$ cat config.mk
export PLATFORM = sky130hd
export DESIGN_NAME = prog_map
export DESIGN_NICKNAME = d
export VERILOG_FILES = /design/src/pkg/prog_map_pkg.sv /design/src/logic/prog_map.sv
export SDC_FILE = /design/constraint.sdc
export NUM_CORES = 1
export LEC_CHECK = 0
export BUFFER_PORTS_ARGS = -buffer_cell sky130_fd_sc_hd__buf_2
export CORE_AREA = 8 8 106 108
export CTS_CLUSTER_SIZE = 10
export DETAILED_ROUTE_END_ITERATION = 10
export DIE_AREA = 0 0 114 116
export PLACE_DENSITY = 0.83
export SLEW_MARGIN = 20
export SYNTH_ARGS = -nofsm -noshare
export SYNTH_HDL_FRONTEND = slang
export SYNTH_SLANG_ARGS = --single-unit
$ cat constraint.sdc
create_clock -name clock_i -period 3.15 [get_ports clock_i]
set_input_delay 0.1575 -clock clock_i [delete_from_list [all_inputs] [get_ports clock_i]]
set_output_delay 0.1575 -clock clock_i [all_outputs]
set_load 0.01 [all_outputs]
$ cat src/pkg/prog_map_pkg.sv
// Summary of operation
// 21-bit counter spans 2-Mbyte program space
// fetch above on-chip memory returns zeros
// reset vector 0000h, interrupts 0008h, 0018h
// on-chip flash 48 or 64 Kbytes
// program and data ports work concurrently
// wake-up interrupt leaves a flag set; here it clears in the first run cycle without sleep or wake input
// enabled wake-up interrupt loads matching vector
// wake-up interrupt pushes counter onto stack
// port A bit 6 only in io oscillator modes
// unimplemented port A bit 6 reads zero
// reset pin disabled makes port G bit5 input
// internal-only mode: memory control reads zero
// resets load defaults, wake-up keeps contents
// top of flash BFFFh or FFFFh
package prog_map_pkg;

  // ****************************************************************
  // address map and vectors
  // ****************************************************************
  localparam int          PC_W          = 21;
  localparam logic [20:0] RESET_VECTOR  = 21'h000000;
  localparam logic [20:0] HIGH_VECTOR   = 21'h000008;
  localparam logic [20:0] LOW_VECTOR    = 21'h000018;
  localparam logic [20:0] TOP_SMALL     = 21'h00bfff;
  localparam logic [20:0] TOP_LARGE     = 21'h00ffff;
  localparam logic [15:0] NOP_WORD      = 16'h0000;
  localparam int          STACK_DEPTH   = 31;
  localparam logic [4:0]  SP_RESET      = 5'h00;
  localparam logic [7:0]  MEMCTL_RESET  = 8'h00;
  localparam int          PA_OPT_BIT    = 6;
  localparam int          PG_RST_BIT    = 5;

  // ****************************************************************
  // types
  // ****************************************************************
  typedef enum logic [1:0] {
    ST_RUN   = 2'b00,
    ST_SLEEP = 2'b01,
    ST_WAKE  = 2'b10
  } run_state_t;

  typedef struct packed {
    logic        valid;
    logic [20:0] addr;
  } fetch_req_t;

  typedef struct packed {
    logic [7:0] upper;
    logic [7:0] high;
    logic [7:0] low;
  } tos_t;

endpackage

$ cat src/logic/prog_map.sv
`timescale 1ns/1ps
`default_nettype none
module prog_map #(
  parameter bit LARGE_VARIANT = 1'b1,   // 64 Kbyte flash when set
  parameter bit PA6_EXISTS    = 1'b1
) (
  // clock and reset
  input  wire logic                    clock_i,
  input  wire logic                    resetn_i,
  // core fetch side
  input  wire prog_map_pkg::fetch_req_t fetch_i,
  output var  logic [15:0]             fetch_data_o,
  output var  logic                    fetch_valid_o,
  // flash side
  output var  logic [15:0]             flash_addr_o,
  output var  logic                    flash_rd_o,
  input  wire logic [15:0]             flash_data_i,
  // data bus side, independent of fetch
  input  wire logic                    data_rd_i,
  output var  logic                    data_busy_o,
  // control from core
  input  wire logic                    sleep_i,
  input  wire logic                    wake_high_i,
  input  wire logic                    wake_low_i,
  input  wire logic                    high_priority_global_int_enable_i,
  input  wire logic                    low_priority_global_int_enable_i,
  input  wire logic [20:0]             pc_next_i,
  // configuration
  input  wire logic                    external_clock_io_osc_mode_i,
  input  wire logic                    rc_io_osc_mode_i,
  input  wire logic                    external_reset_pin_en_i,
  input  wire logic                    internal_only_mode_i,
  // port gating
  input  wire logic [7:0]              port_a_pins_i,
  input  wire logic [7:0]              port_a_latch_i,
  input  wire logic [7:0]              port_a_direction_i,
  input  wire logic [7:0]              port_g_pins_i,
  input  wire logic [7:0]              memory_interface_control_i,
  output var  logic [7:0]              port_a_pins_o,
  output var  logic [7:0]              port_a_latch_o,
  output var  logic [7:0]              port_a_direction_o,
  output var  logic                    port_g5_writable_o,
  output var  logic [7:0]              memory_interface_control_o,
  // program counter and stack
  output var  logic [20:0]             pc_o,
  output var  logic [4:0]              return_stack_pointer_o,
  output var  prog_map_pkg::tos_t      top_of_stack_o,
  output var  logic                    wake_flag_o
);
  import prog_map_pkg::*;

  // ****************************************************************
  // fetch decode
  // ****************************************************************
  // top of flash depends only on the variant
  function automatic logic in_flash(input logic [20:0] a);
    in_flash = (a <= (LARGE_VARIANT ? TOP_LARGE : TOP_SMALL));
  endfunction

  logic [15:0] fdata_d, fdata_q;
  logic        fvalid_d, fvalid_q, fhit_q, fhit_d;
  logic [15:0] faddr_d, faddr_q;
  logic        frd_d, frd_q;
  logic        dbusy_d, dbusy_q;

  // one-cycle flash issue, data returned the next cycle
  always_comb begin
    faddr_d  = fetch_i.addr[15:0];
    frd_d    = fetch_i.valid && in_flash(fetch_i.addr);
    fhit_d   = frd_d;
    fvalid_d = fetch_i.valid;
    // out-of-range fetches read zero, a no-operation
    fdata_d  = fhit_q ? flash_data_i : NOP_WORD;
    dbusy_d  = 1'b0; // data bus never waits on fetch
    if (data_rd_i) begin
      dbusy_d = 1'b0;
    end
  end

  always_ff @(posedge clock_i or negedge resetn_i) begin
    if (!resetn_i) begin
      faddr_q  <= 16'h0000;
      frd_q    <= 1'b0;
      fhit_q   <= 1'b0;
      fvalid_q <= 1'b0;
      fdata_q  <= 16'h0000;
      dbusy_q  <= 1'b0;
    end else begin
      faddr_q  <= faddr_d;
      frd_q    <= frd_d;
      fhit_q   <= fhit_d;
      fvalid_q <= fvalid_d;
      fdata_q  <= fdata_d;
      dbusy_q  <= dbusy_d;
    end
  end

  assign flash_addr_o  = faddr_q;
  assign flash_rd_o    = frd_q;
  assign data_busy_o   = dbusy_q;

  // data output registered one stage after flash returns
  logic        fv2_q;
  always_ff @(posedge clock_i or negedge resetn_i) begin
    if (!resetn_i) begin
      fv2_q <= 1'b0;
    end else begin
      fv2_q <= fvalid_q;
    end
  end
  assign fetch_data_o  = fdata_q;
  assign fetch_valid_o = fv2_q;

  // ****************************************************************
  // sleep, wake-up vectoring and stack push
  // ****************************************************************
  run_state_t  st_d, st_q;
  logic [20:0] pc_d, pc_q;
  logic [4:0]  sp_d, sp_q;
  tos_t        tos_d, tos_q;
  logic        wflag_d, wflag_q;
  logic        wake_any;
  // source remembered across the wake cycle
  logic        wake_high_i_q, wake_low_i_q;

  assign wake_any = wake_high_i || wake_low_i;

  always_comb begin
    st_d    = st_q;
    pc_d    = pc_next_i;
    sp_d    = sp_q;
    tos_d   = tos_q;
    wflag_d = wflag_q;
    case (st_q)
      ST_RUN: begin
        if (sleep_i) begin
          st_d = ST_SLEEP;
          pc_d = pc_q;
        end
      end
      ST_SLEEP: begin
        pc_d = pc_q; // counter holds while asleep
        if (wake_any) begin
          st_d    = ST_WAKE;
          wflag_d = 1'b1;
        end
      end
      ST_WAKE: begin
        st_d = ST_RUN;
        pc_d = pc_q;
        if (wake_high_i_q && high_priority_global_int_enable_i) begin
          pc_d = HIGH_VECTOR;
        end else if (wake_low_i_q && low_priority_global_int_enable_i) begin
          pc_d = LOW_VECTOR;
        end
        if ((wake_high_i_q && high_priority_global_int_enable_i) ||
            (wake_low_i_q && low_priority_global_int_enable_i)) begin
          // push: pointer moves and the slot takes the counter on the same edge
          if (sp_q != 5'(STACK_DEPTH)) begin
            sp_d = sp_q + 5'd1;
          end
          tos_d = {3'b000, pc_q};
        end
      end
      default: st_d = ST_RUN;
    endcase
    // a new wake event wins over a run-state clear
    if (st_q == ST_RUN && !sleep_i && !wake_any) begin
      wflag_d = 1'b0;
    end
  end

  // every reset reloads defaults; wake-up only updates what it touches
  always_ff @(posedge clock_i or negedge resetn_i) begin
    if (!resetn_i) begin
      st_q          <= ST_RUN;
      pc_q          <= RESET_VECTOR;
      sp_q          <= SP_RESET;
      tos_q         <= '0;
      wflag_q       <= 1'b0;
      wake_high_i_q <= 1'b0;
      wake_low_i_q  <= 1'b0;
    end else begin
      st_q          <= st_d;
      pc_q          <= pc_d;
      sp_q          <= sp_d;
      tos_q         <= tos_d;
      wflag_q       <= wflag_d;
      wake_high_i_q <= wake_high_i;
      wake_low_i_q  <= wake_low_i;
    end
  end

  assign pc_o                   = pc_q;
  assign return_stack_pointer_o = sp_q;
  assign top_of_stack_o         = tos_q;
  assign wake_flag_o            = wflag_q;

  // ****************************************************************
  // port and register gating
  // ****************************************************************
  logic [7:0] pa_d, pa_q, la_d, la_q, ta_d, ta_q, mc_d, mc_q;
  logic       g5w_d, g5w_q, a6_en;

  // bit 6 lives only when present and clocking frees the pin
  assign a6_en = PA6_EXISTS &&
                 (external_clock_io_osc_mode_i || rc_io_osc_mode_i);

  always_comb begin
    pa_d = port_a_pins_i;
    la_d = port_a_latch_i;
    ta_d = port_a_direction_i;
    pa_d[PA_OPT_BIT] = a6_en & port_a_pins_i[PA_OPT_BIT];
    la_d[PA_OPT_BIT] = a6_en & port_a_latch_i[PA_OPT_BIT];
    ta_d[PA_OPT_BIT] = a6_en & port_a_direction_i[PA_OPT_BIT];
    g5w_d = external_reset_pin_en_i;
    mc_d  = internal_only_mode_i ? MEMCTL_RESET
                                 : memory_interface_control_i;
  end

  always_ff @(posedge clock_i or negedge resetn_i) begin
    if (!resetn_i) begin
      pa_q  <= 8'h00;
      la_q  <= 8'h00;
      ta_q  <= 8'h00;
      g5w_q <= 1'b0;
      mc_q  <= MEMCTL_RESET;
    end else begin
      pa_q  <= pa_d;
      la_q  <= la_d;
      ta_q  <= ta_d;
      g5w_q <= g5w_d;
      mc_q  <= mc_d;
    end
  end

  assign port_a_pins_o              = pa_q;
  assign port_a_latch_o             = la_q;
  assign port_a_direction_o         = ta_q;
  assign port_g5_writable_o         = g5w_q;
  assign memory_interface_control_o = mc_q;

endmodule // prog_map
`default_nettype wire

==> run metrics, run 1 <==
sequential power share=39.8%; synth warn=0; global placement routability congestion=0.7173; clock sink count=120; Critical Path AT=2320 ps; Iter 0 DRT Violations=208; Hold Crit Depth=3; final setup skew=10.53 ps; main flop type after synthesis=dfrtp_1; max frequency=0.5179 GHz; # IOs=230; Sw Pwr=1645 µW; Buffers on Ports=216; Initial Utilization=47.41%; # rows=36; maximum fanout along the worst path=20; Comb pwr share=24.6%; worst skew pair latency=520 ps; ratio of cells with drive above 1 in the final layout=46.11%; outcome=completed; first-pass GRT wire length=24,720 µm; grt total ovfl=0; Int Power=3669 µW; TritonCTS clock tree=done; sequential share of the synthesized area=66.33%; Post-CTS Setup Inserts=0; pin count of the biggest net entering global routing=62; Pwr Density=731.3 nW/µm²; Lkg Pwr=0.003669 µW; CP required=3540 ps; vias per std cell=5.027; R2R setup slack=1220 ps; Slew Viols, Final=0; commonest non-fill, non-tap cell in the layout=buf_2; Tcrit/Tclk final=61.30%; Critical R2R Capture=pc_o[4]$_DFFE_PN0P_; total CTS buffers=17; die area=13,220 µm²; Post-synth EDFFs=0; DPL Wire Length=9440 µm; crit end category=register; Worst Hold Class=primary input to register; post-synth cell types=35; Reg2Reg Depth=3; CTS root buffer=clkbuf_8; syn avg cell area=14.01 µm²; Clk network pwr share=35.6%; RSZ-0062 raised after global routing=no; Tightest Pin Transition=929.8 ps; Worst setup SP type=register; Setup-failing EPs final=0; mapped cell area=4527 µm²; maximum VDD drop=0.0004085 V; cts hold-fix bufs=99; min-delay src=pc_next_i[18]; worst rel slew slack=37.94%; share of the synthesized area in the top cell type=66.33%; DRC=0; Final min period=1931 ps; 1st-pass router iterations=5; Post-Route Setup TNS=0 ps; Detail Route Antenna Nets=0; CTS max path bufs=2; Layout Nets=755; Post-synth ARST share=100.0%; Die H=116 µm; critical path class=register to register; register clock-pin slew on the reported worst setup and hold paths=60 ps; FF-to-FF Start=st_q[0]$_DFFE_PN0P_; count of endpoints failing hold in the final timing report=0; H-tree depth=4; Hold Path Sink=pc_o[18]$_DFFE_PN0P_; CORE AREA=9549 µm²; top cell type by total area after synthesis=dfrtp_1; Syn Inst Count=323; Vias=3,966; vias in the first global route=4,537; max-cap violations=0; GR Util All Layers=24.83%; post-CTS sizing=0; Routed Wire Length=15,900 µm; Net Sw Frac=30.96%; CP startpoint=st_q[0]$_DFFE_PN0P_; Avg WL per Cell=20.15 µm; most frequent cells in the layout=215 x buf_2, 119 x dfrtp_1, 99 x dlygate4sd3_1; die width=114 µm; total chip power=5314 µW; Yosys reg bits=120; Syn-to-layout area delta=60.50%; initial antenna violation count=1; dominant cells by area after synthesis=dfrtp_1 66%, mux2_2 11%, o221ai_1 3.7%, a22oi_1 3.2%, and2_1 2.3%
[synth_stat cells (all sizes together), types with 2 or more instances]
library cell	count
a22oi	19
nor3	2
nand2	22
ha	2
clkbuf	4
inv	20
and2	17
o221ai	19
and3	2
xnor2	3
dfrtp	120
nand3	2
buf	17
nor2	5
mux2	44
nor2b	12
[power groups by stage]
stage / clock, µW / sequential [µW] / combinational [µW]
after CTS: 1910 / 2110 / 1310
after global routing: 2000 / 2160 / 1420
after floorplan: 0 / 2220 / 542
after global placement: 0 / 2100 / 1160
after detailed placement: 0 / 2130 / 1200
final: 1890 / 2120 / 1300
[worst max-delay path by stage]
stage                                             to  slack [ps]  depth (start not counted)
2_1_floorplan  return_stack_pointer_o[1]$_DFFE_PN0P_        1450                          6
3_3_place_gp                     pc_o[4]$_DFFE_PN0P_        1250                          3
3_5_place_dp                     pc_o[4]$_DFFE_PN0P_        1220                          3
4_1_cts                          pc_o[4]$_DFFE_PN0P_        1220                          3
5_1_grt                          pc_o[4]$_DFFE_PN0P_        1140                          3
6_report                         pc_o[4]$_DFFE_PN0P_        1220                          3
[state kept, by name (all words and copies together) (netlist names), 2 cells and up]
register                    flops
top_of_stack_o                 21
st_q                            2
pc_o                           21
port_a_direction_o              8
return_stack_pointer_o          5
memory_interface_control_o      8
flash_addr_o                   16
fetch_data_o                   16
port_a_pins_o                   8
port_a_latch_o                  8
[cells by family after synthesis]
family	count (synthesis)	share of synthesized area (%)
DFF	120	66.33
and+or+nand+nor	66	8.264
AOI/OAI and AO/OA	45	8.320
muxes	45	11.17
buffers and inverters	41	4.698
xor gates and xnor gates	3	0.5805
adders and majority gates	2	0.5527
other	1	0.08284
[metal layers]
metal  GRT usage [%]  wire, µm  vias up
met2           42.47      8071      213
met3           10.11      1562       39
li1                -         -     1760
met4           12.95       560        0
met5               0         0        -
met1           25.90      5704     1954
[area by class of cell]
class                      instances  area (µm²)
sequential                       120        3004
antenna                            1       2.502
clock inverter                    15       168.9
clock buffer                      17       414.1
multi-input combinational        165        1325
inverter                          20       75.07
fill                             598        2283
timing repair buffer             318        2110
tap                              133       166.4
[critical path, cell delays in order, from the launching register on]
cell	delay [ps]
dfrtp_1	510
nor2_2	780
o22ai_1	210
mux2_2	320
[stage by stage]
step	std cells	util [%]	worst slack, ps	instance area, µm²	hold slack, ps
after floorplan	326	-	1447	4538	-138.1
after global placement	657	59.58	1253	5689	265.0
after detailed placement	657	59.58	1224	5689	266.9
after CTS	788	76.06	1215	7263	4.655
after global routing	789	76.09	1138	7266	15.95
final	789	76.09	1219	7266	18.06
Note: power is estimated with default switching activity, not from simulation.
==> run 2: changes to the inputs <==
Settings changed: CORE_AREA 8 8 106 108 to 8 8 115 117, DIE_AREA 0 0 114 116 to 0 0 123 125, PLACE_DENSITY 0.83 to 0.74.
Clock period 3.15 ns to 1.6 ns, I/O delays scaled along.
==> run 2 against run 1 <==
Clock skew decreased by 2.7 ps. Sequential share of layout area decreased by 0.59 points. Utilization is 13 points lower. Highest routed layer unchanged. Cell area is 1.4% higher. Die area rose by 16%. Cell count grew 1.4%. Critical path type unchanged.
==> run metrics, run 2 (synthesis results as in run 1) <==
outcome=completed; Detail Route Antenna Nets=0 (unchanged); DPL Wire Length=9251 µm (-2.0%); Tcrit/Tclk final=99.52% (+38 points); RSZ-0062 raised after global routing=yes; commonest non-fill, non-tap cell in the layout=buf_2; worst path cell trace=ha_2 > and3_4 > ha_4 > nor3b_4 > nand2_2 > mux2_2; Critical Path AT=1880 ps (-440 ps); critical path class=register to register; count of endpoints failing hold in the final timing report=0 (unchanged); Die H=125 µm (+7.8%); fillers=894 (+49%); 1st-pass router iterations=4 (-1); post-place instance area=5804 µm² (+2.0%); Final min period=1592 ps (-338.6 ps); n_diodes=0 (-1); die area=15,380 µm² (+16%); pin count of the biggest net entering global routing=47 (-24%); Pwr Density=1493 nW/µm² (+100%); die width=123 µm (+7.9%); crit end category=register; # IOs=230 (unchanged); DRC=0 (unchanged); Initial Utilization=38.99% (-8.4 points); vias per std cell=4.848 (-3.6%); vias in the first global route=4,431 (-2.3%); max frequency=0.6280 GHz (+21%); Worst Hold Class=primary input to register; CTS root buffer=clkbuf_16; register clock-pin slew on the reported worst setup and hold paths=50 ps (about the same); CTS max path bufs=2 (unchanged); critical path buffer and inverter count=0 (unchanged); max-cap violations=0 (unchanged); maximum fanout along the worst path=3 (-85%); Buffers on Ports=216 (unchanged); Crit path largest cell delay=380 ps (-400 ps); crit-path leading delay family=simple AND/OR/NAND/NOR gates; worst skew pair latency=410 ps (-110 ps); initial antenna violation count=0 (-1); final core occ=63.48% (-13 points); Syn-to-layout area delta=62.82%; CP required=1890 ps (-1650 ps); most frequent cells in the layout=215 x buf_2, 119 x dfrtp_1, 85 x dlygate4sd3_1; Post-Route Setup TNS=0 ps (unchanged); maximum VDD drop=0.0008420 V (+110%); Setup-failing EPs final=0 (unchanged); grt total ovfl=0 (unchanged); Final Cell Area=7371 µm² (+1.4%); Vias=3,878 (-2.2%); Iter 0 DRT Violations=204 (-1.9%); Layout Nets=754 (-0.13%); final setup skew=7.878 ps (-2.651 ps); Tightest Pin Transition=533.4 ps (-396.4 ps); count of non-filler cells in the finished layout=800 (+1.4%); global placement routability congestion=0.7336 (+2.3%); Critical-path top delay cell=dfrtp_1; # rows=40 (+11%); CORE AREA=11,610 µm² (+22%); worst rel slew slack=64.44% (+26 points); Slew Viols, Final=0 (unchanged); Lkg Pwr=0.003699 µW (+0.82%); ratio of cells with drive above 1 in the final layout=48.85% (+2.7 points); Worst setup SP type=register; Routed Wire Length=15,360 µm (-3.4%); GR Util All Layers=20.58% (-4.3 points); first-pass GRT wire length=24,110 µm (-2.5%); total CTS buffers=17 (unchanged); Post-Place Cells=680 (+3.5%); clock sink count=120 (unchanged); Avg WL per Cell=19.20 µm (-4.7%); TritonCTS clock tree=done; H-tree depth=4 (unchanged)
[run 2: layout make-up]
cell class	instances	area [µm²]	share of cell area [%]
Sequential cell	120	3004	40.76
Timing Repair Buffer	316	2085	28.28
Multi-Input combinational cell	166	1371	18.60
Clock buffer	20	456.7	6.196
Clock inverter	11	195.2	2.648
Tap cell	147	183.9	2.495
Inverter	20	75.07	1.019
[run 2: worst reg2reg max path, cell delays in order, from the launching register on]
cell,delay (ps)
dfrtp_1,380
ha_2,190
and3_4,180
ha_4,160
nor3b_4,200
nand2_2,100
mux2_2,280
[run 2: stage by stage]
| step | power (µW) | hold WS, ps | setup slack [ps] |
|---|---|---|---|
| 6_report | 11000 | 13.40 | 7.615 |
| 5_1_grt | 11560 | 15.10 | -53.26 |
| 2_1_floorplan | 5448 | -215.6 | -61.90 |
| 3_5_place_dp | 6633 | 98.55 | -78.16 |
| 3_3_place_gp | 6506 | 78.11 | -24.32 |
| 4_1_cts | 11030 | 0.4154 | -9.411 |
[run 2: what timing repair did]
action                                 CTS  global route
buffers inserted                         1             2
endpoints found under the hold margin  106             0
cloned                                   1             0
pin swaps                                2             3
hold buffers                            85             0
resized for setup                        4             2
setup endpoints to repair               34             5
[run 2: routing by layer]
layer  GRT usage (%)  vias to the layer above  part of all wire, %
met4           8.434                        0                  2.1
met1           22.43                     1931                   37
met3           8.596                       22                   10
li1                -                     1749                    -
met2           34.40                      176                   51
met5               0                        -                    0
[run 2: power breakdown]
| part | switching [µW] | leakage (µW) | internal (µW) | total (µW) |
|---|---|---|---|---|
| registers | 450 | 0.00148 | 3650 | 4090 |
| clock network | 1370 | 0.000309 | 2840 | 4210 |
| logic | 1290 | 0.00191 | 1410 | 2700 |
| total | 3110 | 0.00370 | 7900 | 11000 |
[run 2: final timing paths]
check	from	end	slack (ps)	cells past startpoint
max in group asynchronous	resetn_i	port_a_direction_o[7]$_DFF_PN0_	780	3
setup reg to reg	return_stack_pointer_o[1]$_DFFE_PN0P_	return_stack_pointer_o[1]$_DFFE_PN0P_	8	6
setup / recovery	return_stack_pointer_o[1]$_DFFE_PN0P_	return_stack_pointer_o[1]$_DFFE_PN0P_	8	6
min in group asynchronous	resetn_i	pc_o[4]$_DFFE_PN0P_	190	2
hold reg to reg	fvalid_q$_DFF_PN0_	fetch_valid_o$_DFF_PN0_	410	0
hold / removal	pc_next_i[19]	pc_o[19]$_DFFE_PN0P_	10	3
